File: config.mk
export PLATFORM = sky130hd
export DESIGN_NAME = wer_router
export DESIGN_NICKNAME = d
export VERILOG_FILES = /design/src/wer_pkg.sv /design/src/wer_route.sv /design/src/wer_router.sv
export SDC_FILE = /design/constraint.sdc
export NUM_CORES = 1
export LEC_CHECK = 0
export BUFFER_PORTS_ARGS = -buffer_cell sky130_fd_sc_hd__clkbuf_2
export CAP_MARGIN = 10
export CORE_MARGIN = 4
export CORE_UTILIZATION = 58
export DETAILED_ROUTE_END_ITERATION = 10
export PLACE_DENSITY_LB_ADDON = 0.3
export RECOVER_POWER = 50
export SLEW_MARGIN = 20
export SYNTH_ARGS = -nofsm -noshare
export SYNTH_HDL_FRONTEND = slang
export SYNTH_SLANG_ARGS = --single-unit
File: constraint.sdc
create_clock -name clock_i -period 3.7 [get_ports clock_i]
set_input_delay 0 -clock clock_i [delete_from_list [all_inputs] [get_ports clock_i]]
set_output_delay 0 -clock clock_i [all_outputs]
set_load 0.005 [all_outputs]
File: src/wer_pkg.sv
// Constants shared by the wake event routing block
package wer_pkg;
   // Register port and event vector widths
   localparam int unsigned ADDR_W = 8;
   localparam int unsigned DATA_W = 8;
   localparam int unsigned EVT_W = 16;

   // Configuration register and bank select
   localparam logic [7:0] OFS_WAKE_CFG = 8'h04;
   localparam int unsigned CFG_BANK_LSB = 0;
   localparam int unsigned CFG_BANK_MSB = 1;
   localparam logic [1:0] ROUTE_BANK = 2'h2;
   localparam logic [7:0] CFG_VALID_MASK = 8'h03;

   // Routing enable registers (bank 2)
   localparam logic [7:0] OFS_MGMT_LO = 8'h13;
   localparam logic [7:0] OFS_MGMT_HI = 8'h14;
   localparam logic [7:0] OFS_IRQ_LO = 8'h15;
   localparam logic [7:0] OFS_IRQ_HI = 8'h16;

   // Interrupt status and mask, reachable in every bank
   localparam logic [7:0] OFS_INT_STATUS = 8'h05;
   localparam logic [7:0] OFS_INT_MASK = 8'h06;
   localparam int unsigned INT_MGMT_BIT = 0;
   localparam int unsigned INT_IRQ_BIT = 1;
   localparam logic [7:0] INT_VALID_MASK = 8'h03;

   // Low register field positions
   localparam int unsigned BIT_RING_ONE = 0;
   localparam int unsigned BIT_RING_TWO = 1;
   localparam int unsigned BIT_KEYBOARD = 2;
   localparam int unsigned BIT_MOUSE = 3;
   localparam int unsigned BIT_CONSUMER_IR = 4;
   localparam int unsigned BIT_SOFTWARE = 6;
   localparam logic [7:0] LO_VALID_MASK = 8'h5F;
   localparam logic [7:0] HI_VALID_MASK = 8'hFF;

   // Reset values
   localparam logic [7:0] ROUTE_RESET = 8'h00;
   localparam logic [7:0] CFG_RESET = 8'h00;
   localparam logic [7:0] INT_RESET = 8'h00;
   localparam logic [7:0] RDATA_IDLE = 8'h00;
endpackage

File: src/wer_route.sv
// AND-OR reduction of detected events against routing enables
`timescale 1ns/100ps
module wer_route
   import wer_pkg::*;
(
   // Event flags and enables
   input wire logic [EVT_W-1:0] events_i,
   input wire logic [EVT_W-1:0] enables_i,
   // Routed result
   output logic hit_o
);
   logic [EVT_W-1:0] gated;

   genvar g;
   generate
      for (g = 0; g < EVT_W; g++) begin : g_gate
         assign gated[g] = events_i[g] & enables_i[g];
      end
   endgenerate

   assign hit_o = |gated;
endmodule

File: src/wer_router.sv
// Wake event routing to management interrupt and request channel
`timescale 1ns/100ps

// Overview of operation
// - Power-up or software reset clears all four routing enable registers to zero.
// - Management interrupt goes low when any routed event is set, ignoring wake enables.
// - Request channel drives when any routed event is set, ignoring wake enables.
// - Register 13h: software 6, infrared 4, mouse 3, keyboard 2, ring 1, 0.
// - Register 14h holds general input events 7..0 management enables; ring is bits 1, 0 of 13h.
// - Register 15h mirrors 13h layout for requests; bits 7, 5 reserved.
// - Register 16h holds general input events 7..0 request enables.
module wer_router
   import wer_pkg::*;
(
   // Clock and reset
   input wire logic clock_i,
   input wire logic resetn_i,
   input wire logic sw_reset_i,
   // Detected event flags
   input wire logic [DATA_W-1:0] detected_events_lo_i,
   input wire logic [DATA_W-1:0] detected_events_hi_i,
   // Register port
   input wire logic [ADDR_W-1:0] reg_addr_i,
   input wire logic [DATA_W-1:0] reg_wdata_i,
   input wire logic reg_wr_i,
   input wire logic reg_rd_i,
   output logic [DATA_W-1:0] reg_rdata_o,
   // Routed outputs
   output logic system_management_interrupt_n_o,
   output logic wakeup_controller_irq_o,
   output logic irq_o
);
   logic [DATA_W-1:0] mgmt_lo_ff;
   logic [DATA_W-1:0] mgmt_hi_ff;
   logic [DATA_W-1:0] irq_lo_ff;
   logic [DATA_W-1:0] irq_hi_ff;
   logic [DATA_W-1:0] cfg_ff;
   logic [DATA_W-1:0] int_status_ff;
   logic [DATA_W-1:0] int_mask_ff;
   logic [DATA_W-1:0] rdata_ff;
   logic mgmt_n_ff;
   logic route_irq_ff;
   logic intr_ff;

   logic [DATA_W-1:0] nxt_rdata;
   logic [DATA_W-1:0] nxt_int_status;
   logic [DATA_W-1:0] int_set;
   logic [EVT_W-1:0] all_events;
   logic [1:0] bank;
   logic bank_ok;
   logic wr_mgmt_lo;
   logic wr_mgmt_hi;
   logic wr_irq_lo;
   logic wr_irq_hi;
   logic wr_cfg;
   logic wr_status;
   logic wr_mask;
   logic mgmt_hit;
   logic irq_hit;

   assign all_events = {detected_events_hi_i, detected_events_lo_i};
   assign bank = cfg_ff[CFG_BANK_MSB:CFG_BANK_LSB];

   assign bank_ok = (bank == ROUTE_BANK);

   // Write decode
   assign wr_mgmt_lo = reg_wr_i & bank_ok & (reg_addr_i == OFS_MGMT_LO);
   assign wr_mgmt_hi = reg_wr_i & bank_ok & (reg_addr_i == OFS_MGMT_HI);
   assign wr_irq_lo = reg_wr_i & bank_ok & (reg_addr_i == OFS_IRQ_LO);
   assign wr_irq_hi = reg_wr_i & bank_ok & (reg_addr_i == OFS_IRQ_HI);
   assign wr_cfg = reg_wr_i & (reg_addr_i == OFS_WAKE_CFG);
   assign wr_status = reg_wr_i & (reg_addr_i == OFS_INT_STATUS);
   assign wr_mask = reg_wr_i & (reg_addr_i == OFS_INT_MASK);

   // Management interrupt routing
   wer_route u_mgmt_route (
      .events_i(all_events),
      .enables_i({mgmt_hi_ff, mgmt_lo_ff}),
      .hit_o(mgmt_hit)
   );

   // Request channel routing
   wer_route u_irq_route (
      .events_i(all_events),
      .enables_i({irq_hi_ff, irq_lo_ff}),
      .hit_o(irq_hit)
   );

   // Bank select register
   always_ff @(posedge clock_i or negedge resetn_i) begin
      if (!resetn_i) begin
         cfg_ff <= CFG_RESET;
      end else if (sw_reset_i) begin
         cfg_ff <= CFG_RESET;
      end else if (wr_cfg) begin
         cfg_ff <= reg_wdata_i & CFG_VALID_MASK;
      end
   end

   always_ff @(posedge clock_i or negedge resetn_i) begin
      if (!resetn_i) begin
         mgmt_lo_ff <= ROUTE_RESET;
         mgmt_hi_ff <= ROUTE_RESET;
      end else if (sw_reset_i) begin
         mgmt_lo_ff <= ROUTE_RESET;
         mgmt_hi_ff <= ROUTE_RESET;
      end else begin
         if (wr_mgmt_lo) begin
            mgmt_lo_ff <= reg_wdata_i & LO_VALID_MASK;
         end
         if (wr_mgmt_hi) begin
            mgmt_hi_ff <= reg_wdata_i & HI_VALID_MASK;
         end
      end
   end

   always_ff @(posedge clock_i or negedge resetn_i) begin
      if (!resetn_i) begin
         irq_lo_ff <= ROUTE_RESET;
         irq_hi_ff <= ROUTE_RESET;
      end else if (sw_reset_i) begin
         irq_lo_ff <= ROUTE_RESET;
         irq_hi_ff <= ROUTE_RESET;
      end else begin
         if (wr_irq_lo) begin
            irq_lo_ff <= reg_wdata_i & LO_VALID_MASK;
         end
         if (wr_irq_hi) begin
            irq_hi_ff <= reg_wdata_i & HI_VALID_MASK;
         end
      end
   end

   always_ff @(posedge clock_i or negedge resetn_i) begin
      if (!resetn_i) begin
         mgmt_n_ff <= 1'b1;
      end else begin
         mgmt_n_ff <= ~mgmt_hit;
      end
   end

   always_ff @(posedge clock_i or negedge resetn_i) begin
      if (!resetn_i) begin
         route_irq_ff <= 1'b0;
      end else begin
         route_irq_ff <= irq_hit;
      end
   end

   // Sticky status, set wins over clear
   always_comb begin
      int_set = 8'h00;
      int_set[INT_MGMT_BIT] = mgmt_hit & mgmt_n_ff;
      int_set[INT_IRQ_BIT] = irq_hit & ~route_irq_ff;
      nxt_int_status = int_status_ff;
      if (wr_status) begin
         nxt_int_status = int_status_ff & ~reg_wdata_i;
      end
      nxt_int_status = (nxt_int_status | int_set) & INT_VALID_MASK;
   end

   always_ff @(posedge clock_i or negedge resetn_i) begin
      if (!resetn_i) begin
         int_status_ff <= INT_RESET;
      end else if (sw_reset_i) begin
         int_status_ff <= INT_RESET;
      end else begin
         int_status_ff <= nxt_int_status;
      end
   end

   // Interrupt mask
   always_ff @(posedge clock_i or negedge resetn_i) begin
      if (!resetn_i) begin
         int_mask_ff <= INT_RESET;
      end else if (sw_reset_i) begin
         int_mask_ff <= INT_RESET;
      end else if (wr_mask) begin
         int_mask_ff <= reg_wdata_i & INT_VALID_MASK;
      end
   end

   // Level interrupt output
   always_ff @(posedge clock_i or negedge resetn_i) begin
      if (!resetn_i) begin
         intr_ff <= 1'b0;
      end else begin
         intr_ff <= |(nxt_int_status & int_mask_ff);
      end
   end

   // Read mux, unmapped reads zero
   always_comb begin
      nxt_rdata = RDATA_IDLE;
      if (reg_rd_i) begin
         if (reg_addr_i == OFS_WAKE_CFG) begin
            nxt_rdata = cfg_ff;
         end else if (reg_addr_i == OFS_INT_STATUS) begin
            nxt_rdata = int_status_ff;
         end else if (reg_addr_i == OFS_INT_MASK) begin
            nxt_rdata = int_mask_ff;
         end else if (bank_ok) begin
            unique case (reg_addr_i)
               OFS_MGMT_LO: begin
                  nxt_rdata = mgmt_lo_ff & LO_VALID_MASK;
               end
               OFS_MGMT_HI: begin
                  nxt_rdata = mgmt_hi_ff;
               end
               OFS_IRQ_LO: begin
                  nxt_rdata = irq_lo_ff & LO_VALID_MASK;
               end
               OFS_IRQ_HI: begin
                  nxt_rdata = irq_hi_ff;
               end
               default: begin
                  nxt_rdata = RDATA_IDLE;
               end
            endcase
         end
      end
   end

   always_ff @(posedge clock_i or negedge resetn_i) begin
      if (!resetn_i) begin
         rdata_ff <= RDATA_IDLE;
      end else begin
         rdata_ff <= nxt_rdata;
      end
   end

   assign reg_rdata_o = rdata_ff;
   assign system_management_interrupt_n_o = mgmt_n_ff;
   assign wakeup_controller_irq_o = route_irq_ff;
   assign irq_o = intr_ff;

   // Checks
   property p_reset_clear;
      @(posedge clock_i) disable iff (!resetn_i)
      sw_reset_i |=> (mgmt_lo_ff == ROUTE_RESET) && (mgmt_hi_ff == ROUTE_RESET)
         && (irq_lo_ff == ROUTE_RESET) && (irq_hi_ff == ROUTE_RESET);
   endproperty
   a_reset_clear: assert property (p_reset_clear) else $error("Routing enables not cleared");

   property p_mgmt_route;
      @(posedge clock_i) disable iff (!resetn_i)
      (|(all_events & {mgmt_hi_ff, mgmt_lo_ff})) |=> !system_management_interrupt_n_o;
   endproperty
   a_mgmt_route: assert property (p_mgmt_route) else $error("Management interrupt not asserted");

   property p_irq_route;
      @(posedge clock_i) disable iff (!resetn_i)
      wakeup_controller_irq_o == $past(|(all_events & {irq_hi_ff, irq_lo_ff}));
   endproperty
   a_irq_route: assert property (p_irq_route) else $error("Request channel mismatch");

   property p_mgmt_lo_write;
      @(posedge clock_i) disable iff (!resetn_i)
      (wr_mgmt_lo && !sw_reset_i) |=> mgmt_lo_ff == ($past(reg_wdata_i) & LO_VALID_MASK);
   endproperty
   a_mgmt_lo_write: assert property (p_mgmt_lo_write) else $error("Register 13h write wrong");

   property p_mgmt_hi_write;
      @(posedge clock_i) disable iff (!resetn_i)
      (wr_mgmt_hi && !sw_reset_i) |=> mgmt_hi_ff == $past(reg_wdata_i);
   endproperty
   a_mgmt_hi_write: assert property (p_mgmt_hi_write) else $error("Register 14h write wrong");

   property p_irq_lo_write;
      @(posedge clock_i) disable iff (!resetn_i)
      (reg_wr_i && bank == ROUTE_BANK && reg_addr_i == OFS_IRQ_LO && !sw_reset_i)
         |=> irq_lo_ff == ($past(reg_wdata_i) & LO_VALID_MASK);
   endproperty
   a_irq_lo_write: assert property (p_irq_lo_write) else $error("Register 15h write wrong");

   property p_irq_hi_write;
      @(posedge clock_i) disable iff (!resetn_i)
      (reg_wr_i && bank == ROUTE_BANK && reg_addr_i == OFS_IRQ_HI && !sw_reset_i)
         |=> irq_hi_ff == $past(reg_wdata_i);
   endproperty
   a_irq_hi_write: assert property (p_irq_hi_write) else $error("Register 16h write wrong");

   property p_bank_gate;
      @(posedge clock_i) disable iff (!resetn_i)
      (reg_wr_i && bank != ROUTE_BANK && reg_addr_i == OFS_MGMT_LO && !sw_reset_i) |=> $stable(mgmt_lo_ff);
   endproperty
   a_bank_gate: assert property (p_bank_gate) else $error("Routing written outside bank 2");

   property p_reserved_zero;
      @(posedge clock_i) disable iff (!resetn_i)
      (reg_rd_i && (reg_addr_i == OFS_MGMT_LO || reg_addr_i == OFS_IRQ_LO))
         |=> (reg_rdata_o[7] == 1'b0) && (reg_rdata_o[5] == 1'b0);
   endproperty
   a_reserved_zero: assert property (p_reserved_zero) else $error("Reserved bit read as one");
endmodule
After elaboration in Yosys (flattened, before gate mapping)
Index checks and enable logic that the tools add are counted.
{ "op_classes": {"bitwise_logic": 48, "n_eq_ne": 8, "n_reduce_logical": 9, "muxes": 20} }
{ "ops": {"columns": ["cell", "n"], "rows": [
  ["$mux 8", 17],
  ["$and 1x1->1", 42],
  ["$eq 8x5->1 const B", 4],
  ["$pmux 8 s4", 1],
  ["$reduce_or 16->1", 2],
  ["$eq 8x3->1 const B", 3],
  ["$reduce_bool 2->1", 6],
  ["$and 2x8->8", 1],
  ["$reduce_or 8->1", 1],
  ["$mux 2", 2],
  ["$and 2x2->2", 1],
  ["$eq 2x2->1 const B", 1],
  ["$not 1->1", 2],
  ["$not 2->2", 1],
  ["$or 2x2->2", 1]
]} }
{ "word_totals": {"inputBits": 37, "elab_cells": 96, "regBits": 61, "out_inout_bits": 11} }

Longest topological paths before layout
{ "logic_depth": {"depth_word": 7, "depth_mapped": 7, "ltp_nobuf": 5} }

Cells and area by module
Synthesis repeated with hierarchy kept, for this count alone.
{ "unflattened": {"hier_cells": 213, "area_unflattened_um2": 2389.8} }
{ "by_module_without_submodules": {"columns": ["module", "seq_area_each_um2", "instances", "area_per_inst_um2", "cells_each"], "rows": [
  ["wer_router", 1127.3, 1, 2187.1, 195],
  ["wer_route", 0.0, 2, 101.3, 9]
]} }

Worst setup path before layout
Ideal clock, no wire load.
{ "synth_path": {"kind": "register -> register", "start": "register cfg_ff[0]", "end": "register mgmt_lo_ff[2]", "period_less_slack_ps": 1549, "path_stages_with_launch": 8, "setup_slack_ps": 2151, "t_required_ps": 3564, "path_buffers": 2, "setup_time_ps": 136, "arrival_ps": 1413, "path_cell_list": "dfrtp_1 nor2b_1 and2_1 clkbuf_1 clkbuf_1 nand2_1 nand2_1 a21oi_1"} }
{ "synth_between": {"elab_chain_cells": 4} }
{ "synth_lines": {"columns": ["element", "line", "text"], "rows": [
  ["start, declared", "wer_router.sv:37", "logic [DATA_W-1:0] cfg_ff;"],
  ["start signal, assigned", "wer_router.sv:96", "cfg_ff <= reg_wdata_i & CFG_VALID_MASK;"],
  ["$eq 2x2->1", "wer_router.sv:64", "assign bank_ok = (bank == ROUTE_BANK);"],
  ["$and 1x1->1 (2 in a row)", "wer_router.sv:67", "assign wr_mgmt_lo = reg_wr_i & bank_ok & (reg_addr_i == OFS_MGMT_LO);"],
  ["$reduce_bool 2->1 (no line)", null, null],
  ["end signal, assigned", "wer_router.sv:109", "mgmt_lo_ff <= reg_wdata_i & LO_VALID_MASK;"],
  ["end, declared", "wer_router.sv:33", "logic [DATA_W-1:0] mgmt_lo_ff;"]
]} }
Every way passes these cells.
A chain may end at the register's enable or synchronous reset.

==> results.json <==
{
  "syn_avg_cell_area_um2": 9.25,
  "cp.arrival_ps": 2250,
  "worstPathMaxFanout": 45,
  "postPlaceCellArea_um2": 2530,
  "synthCells": 247,
  "rsz0062_at_grt": "false",
  "layout-drive-gt1-share_pct": 21.7,
  "yosysSeqAreaShare_pct": 49.3,
  "drt-total-wl_um": 6160,
  "cts_resized": 0,
  "grt_use_met2_pct": 38.0,
  "min_period_ps": 2340,
  "relSlewSlack_pct": -58.8,
  "dr_total_vias": 2224,
  "critPathTopFamily": "buffers and inverters",
  "antenna_cells": 0,
  "final_cell_mix": "nand2_1, dfrtp_1, clkbuf_2",
  "drt_iter0_drc": 485,
  "max_cap_violations": 1,
  "worst_pin_slew_ps": 2380,
  "crit_chain": "dlygate4sd3_1 -> clkbuf_1",
  "final_common_cell": "nand2_1",
  "antenna_found_initial": 0,
  "required_ps": 3600,
  "min_period_over_period_pct": 63.3,
  "worst-path-buf-inv": 2,
  "area_growth_pct": 18.9,
  "ioPinCount": 48,
  "hold_viol_final": 0,
  "clockRootBuffer": "clkbuf_8",
  "crit_type": "in -> async",
  "ys.warnings.count": 0,
  "synthDistinctLibCells": 36,
  "fin_setup_tns_ps": 0,
  "fin_util_pct": 72.6,
  "ir_worst_vdd_mv": 0.286,
  "post-cts-setup-buffers": 0,
  "grt_busiest_layer": "met2",
  "drc": 0,
  "cpPeakStageDelay_ps": 1690,
  "clk_path_buf_depth": 2,
  "violations": "capacitance limit, slew limit",
  "cts_max_level": 2,
  "core_area_um2": 3740,
  "syn_area_um2": 2290,
  "leakage_nw": 1.20,
  "critical_path.startpoint_type": "primary input",
  "dpl.hpwl_um": 4340,
  "synth_enable_flop_cells": 0,
  "clk_latency_ps": 290,
  "die_area_um2": 5010,
  "min_path_type": "in -> reg",
  "grtUsageMet3_pct": 4.83,
  "syn-num-nets": 284,
  "maxSlewViolCount": 46,
  "first_pass_iters": 6,
  "critical_path.slowest_cell": "clkbuf_1",
  "cts_sinks": 45,
  "grt_pass1_wl_um": 9860,
  "status": "complete, but fails checks",
  "cts_tree": "built",
  "end_kind": "async pin",
  "start_util_pct": 61.1,
  "finalSetupViolCount": 0,
  "grt_pass1_vias": 2025,
  "clkTransAtPathRegs_ps": 70,
  "rows": 22,
  "cts_buffers": 5,
  "cellPowerDensity_nw_per_um2": 317,
  "fmax_mhz": 427,
  "worst_hold_slack_ps": 50.2,
  "ys_ff_latch": 45,
  "hold_buffers": 10,
  "nNetsFinal": 336,
  "design_area_um2": 2720,
  "wl_per_cell_um": 17.7,
  "vias_per_cell": 6.39,
  "antenna_left": 0,
  "die_x_um": 70.8,
  "grt_usage_pct": 25.1,
  "grt_overflow_total": 0,
  "finClkSkew_ps": 8.95,
  "io_buffers": 45,
  "routabilityCongestion": 0.933,
  "die_h_um": 70.8,
  "grt_max_degree": 46,
  "synth-main-ff-cell": "dfrtp_1",
  "globalRouteMet1Util_pct": 36.2,
  "async_flop_share_pct": 100
}
==> worst min-delay path: stages <==
cell,delay [ps]
clkbuf_2,150
nand3_1,90
a21oi_1,60
==> sequential cells by signal, summed over array words and instances (netlist names) <==
signal and cells:
cfg_ff 2, irq_hi_ff 8, system_management_interrupt_n_o 1, int_mask_ff 2, wakeup_controller_irq_o 1, irq_lo_ff 6
mgmt_lo_ff 6, reg_rdata_o 8, int_status_ff 2, irq_o 1, mgmt_hi_ff 8
==> per-stage QoR <==
stage / cells / power, mW / setup slack [ps]
detailed placement: 330 / 0.559 / 1650
CTS: 348 / 0.868 / 1640
finish: 348 / 0.860 / 1360
floorplan: 247 / 0.519 / 2150
global route: 348 / 0.899 / 861
global placement: 330 / 0.558 / 1730
==> power breakdown <==
part	switching, mW	internal (mW)	total (mW)
clock network	0.150	0.152	0.303
logic	0.0419	0.0238	0.0657
registers	0.0000544	0.492	0.492
total	0.192	0.668	0.860
==> kinds of logic after synthesis <==
group	after synthesis	share of synthesized area (%)
buffers and inverters	17	3.83
DFF	45	49.3
AOI/OAI and AO/OA	65	18.5
muxes	6	2.74
and+or+nand+nor	114	25.6
==> metal layers <==
layer / part of all wire, % / routed length, um
met5: 0 / 0
met4: 2.5 / 156
met3: 12 / 715
met2: 46 / 2800
met1: 40 / 2480
==> path summary, 6_finish.rpt <==
check | startpoint | to | slack [ps] | cells after the start
hold reg to reg | cfg_ff[1] | reg_rdata_o[1] | 540 | 2
max in group clock_i | cfg_ff[0] | irq_lo_ff[4] | 1570 | 6
min in group asynchronous | resetn_i | reg_rdata_o[0] | 980 | 2
hold / removal | reg_wdata_i[1] | mgmt_lo_ff[1] | 50 | 3
setup / recovery | resetn_i | irq_hi_ff[1] | 1360 | 2
setup reg to reg | cfg_ff[0] | irq_lo_ff[4] | 1570 | 6
==> cells in the mapped netlist (all sizes together) (2+ instances only) <==
| master | count | area share, % |
|---|---|---|
| a21oi | 34 | 7.4 |
| a221oi | 2 | 0.77 |
| a222oi | 4 | 1.8 |
| a22o | 3 | 1.1 |
| a22oi | 16 | 5.3 |
| and3 | 2 | 0.55 |
| buf | 8 | 2.4 |
| clkbuf | 7 | 1.1 |
| dfrtp | 44 | 48 |
| inv | 2 | 0.33 |
| mux2 | 2 | 0.99 |
| mux2i | 4 | 1.8 |
| nand2 | 45 | 7.4 |
| nand2b | 3 | 0.82 |
| nand3 | 34 | 7.4 |
| nor2 | 10 | 1.6 |
| nor2b | 6 | 1.6 |
| nor3 | 4 | 1.1 |
| nor4 | 3 | 2.0 |
| o2bb2ai | 2 | 0.77 |
| o31ai | 2 | 0.66 |
==> area by class of cell <==
type | instances | area [um^2]
Clock buffer | 8 | 90.1
Fill cell | 297 | 1030
Tap cell | 48 | 60.1
Multi-Input combinational cell | 185 | 1070
Sequential cell | 45 | 1130
Inverter | 2 | 7.51
Timing Repair Buffer | 60 | 362
Note: power is estimated with default switching activity, not from simulation.
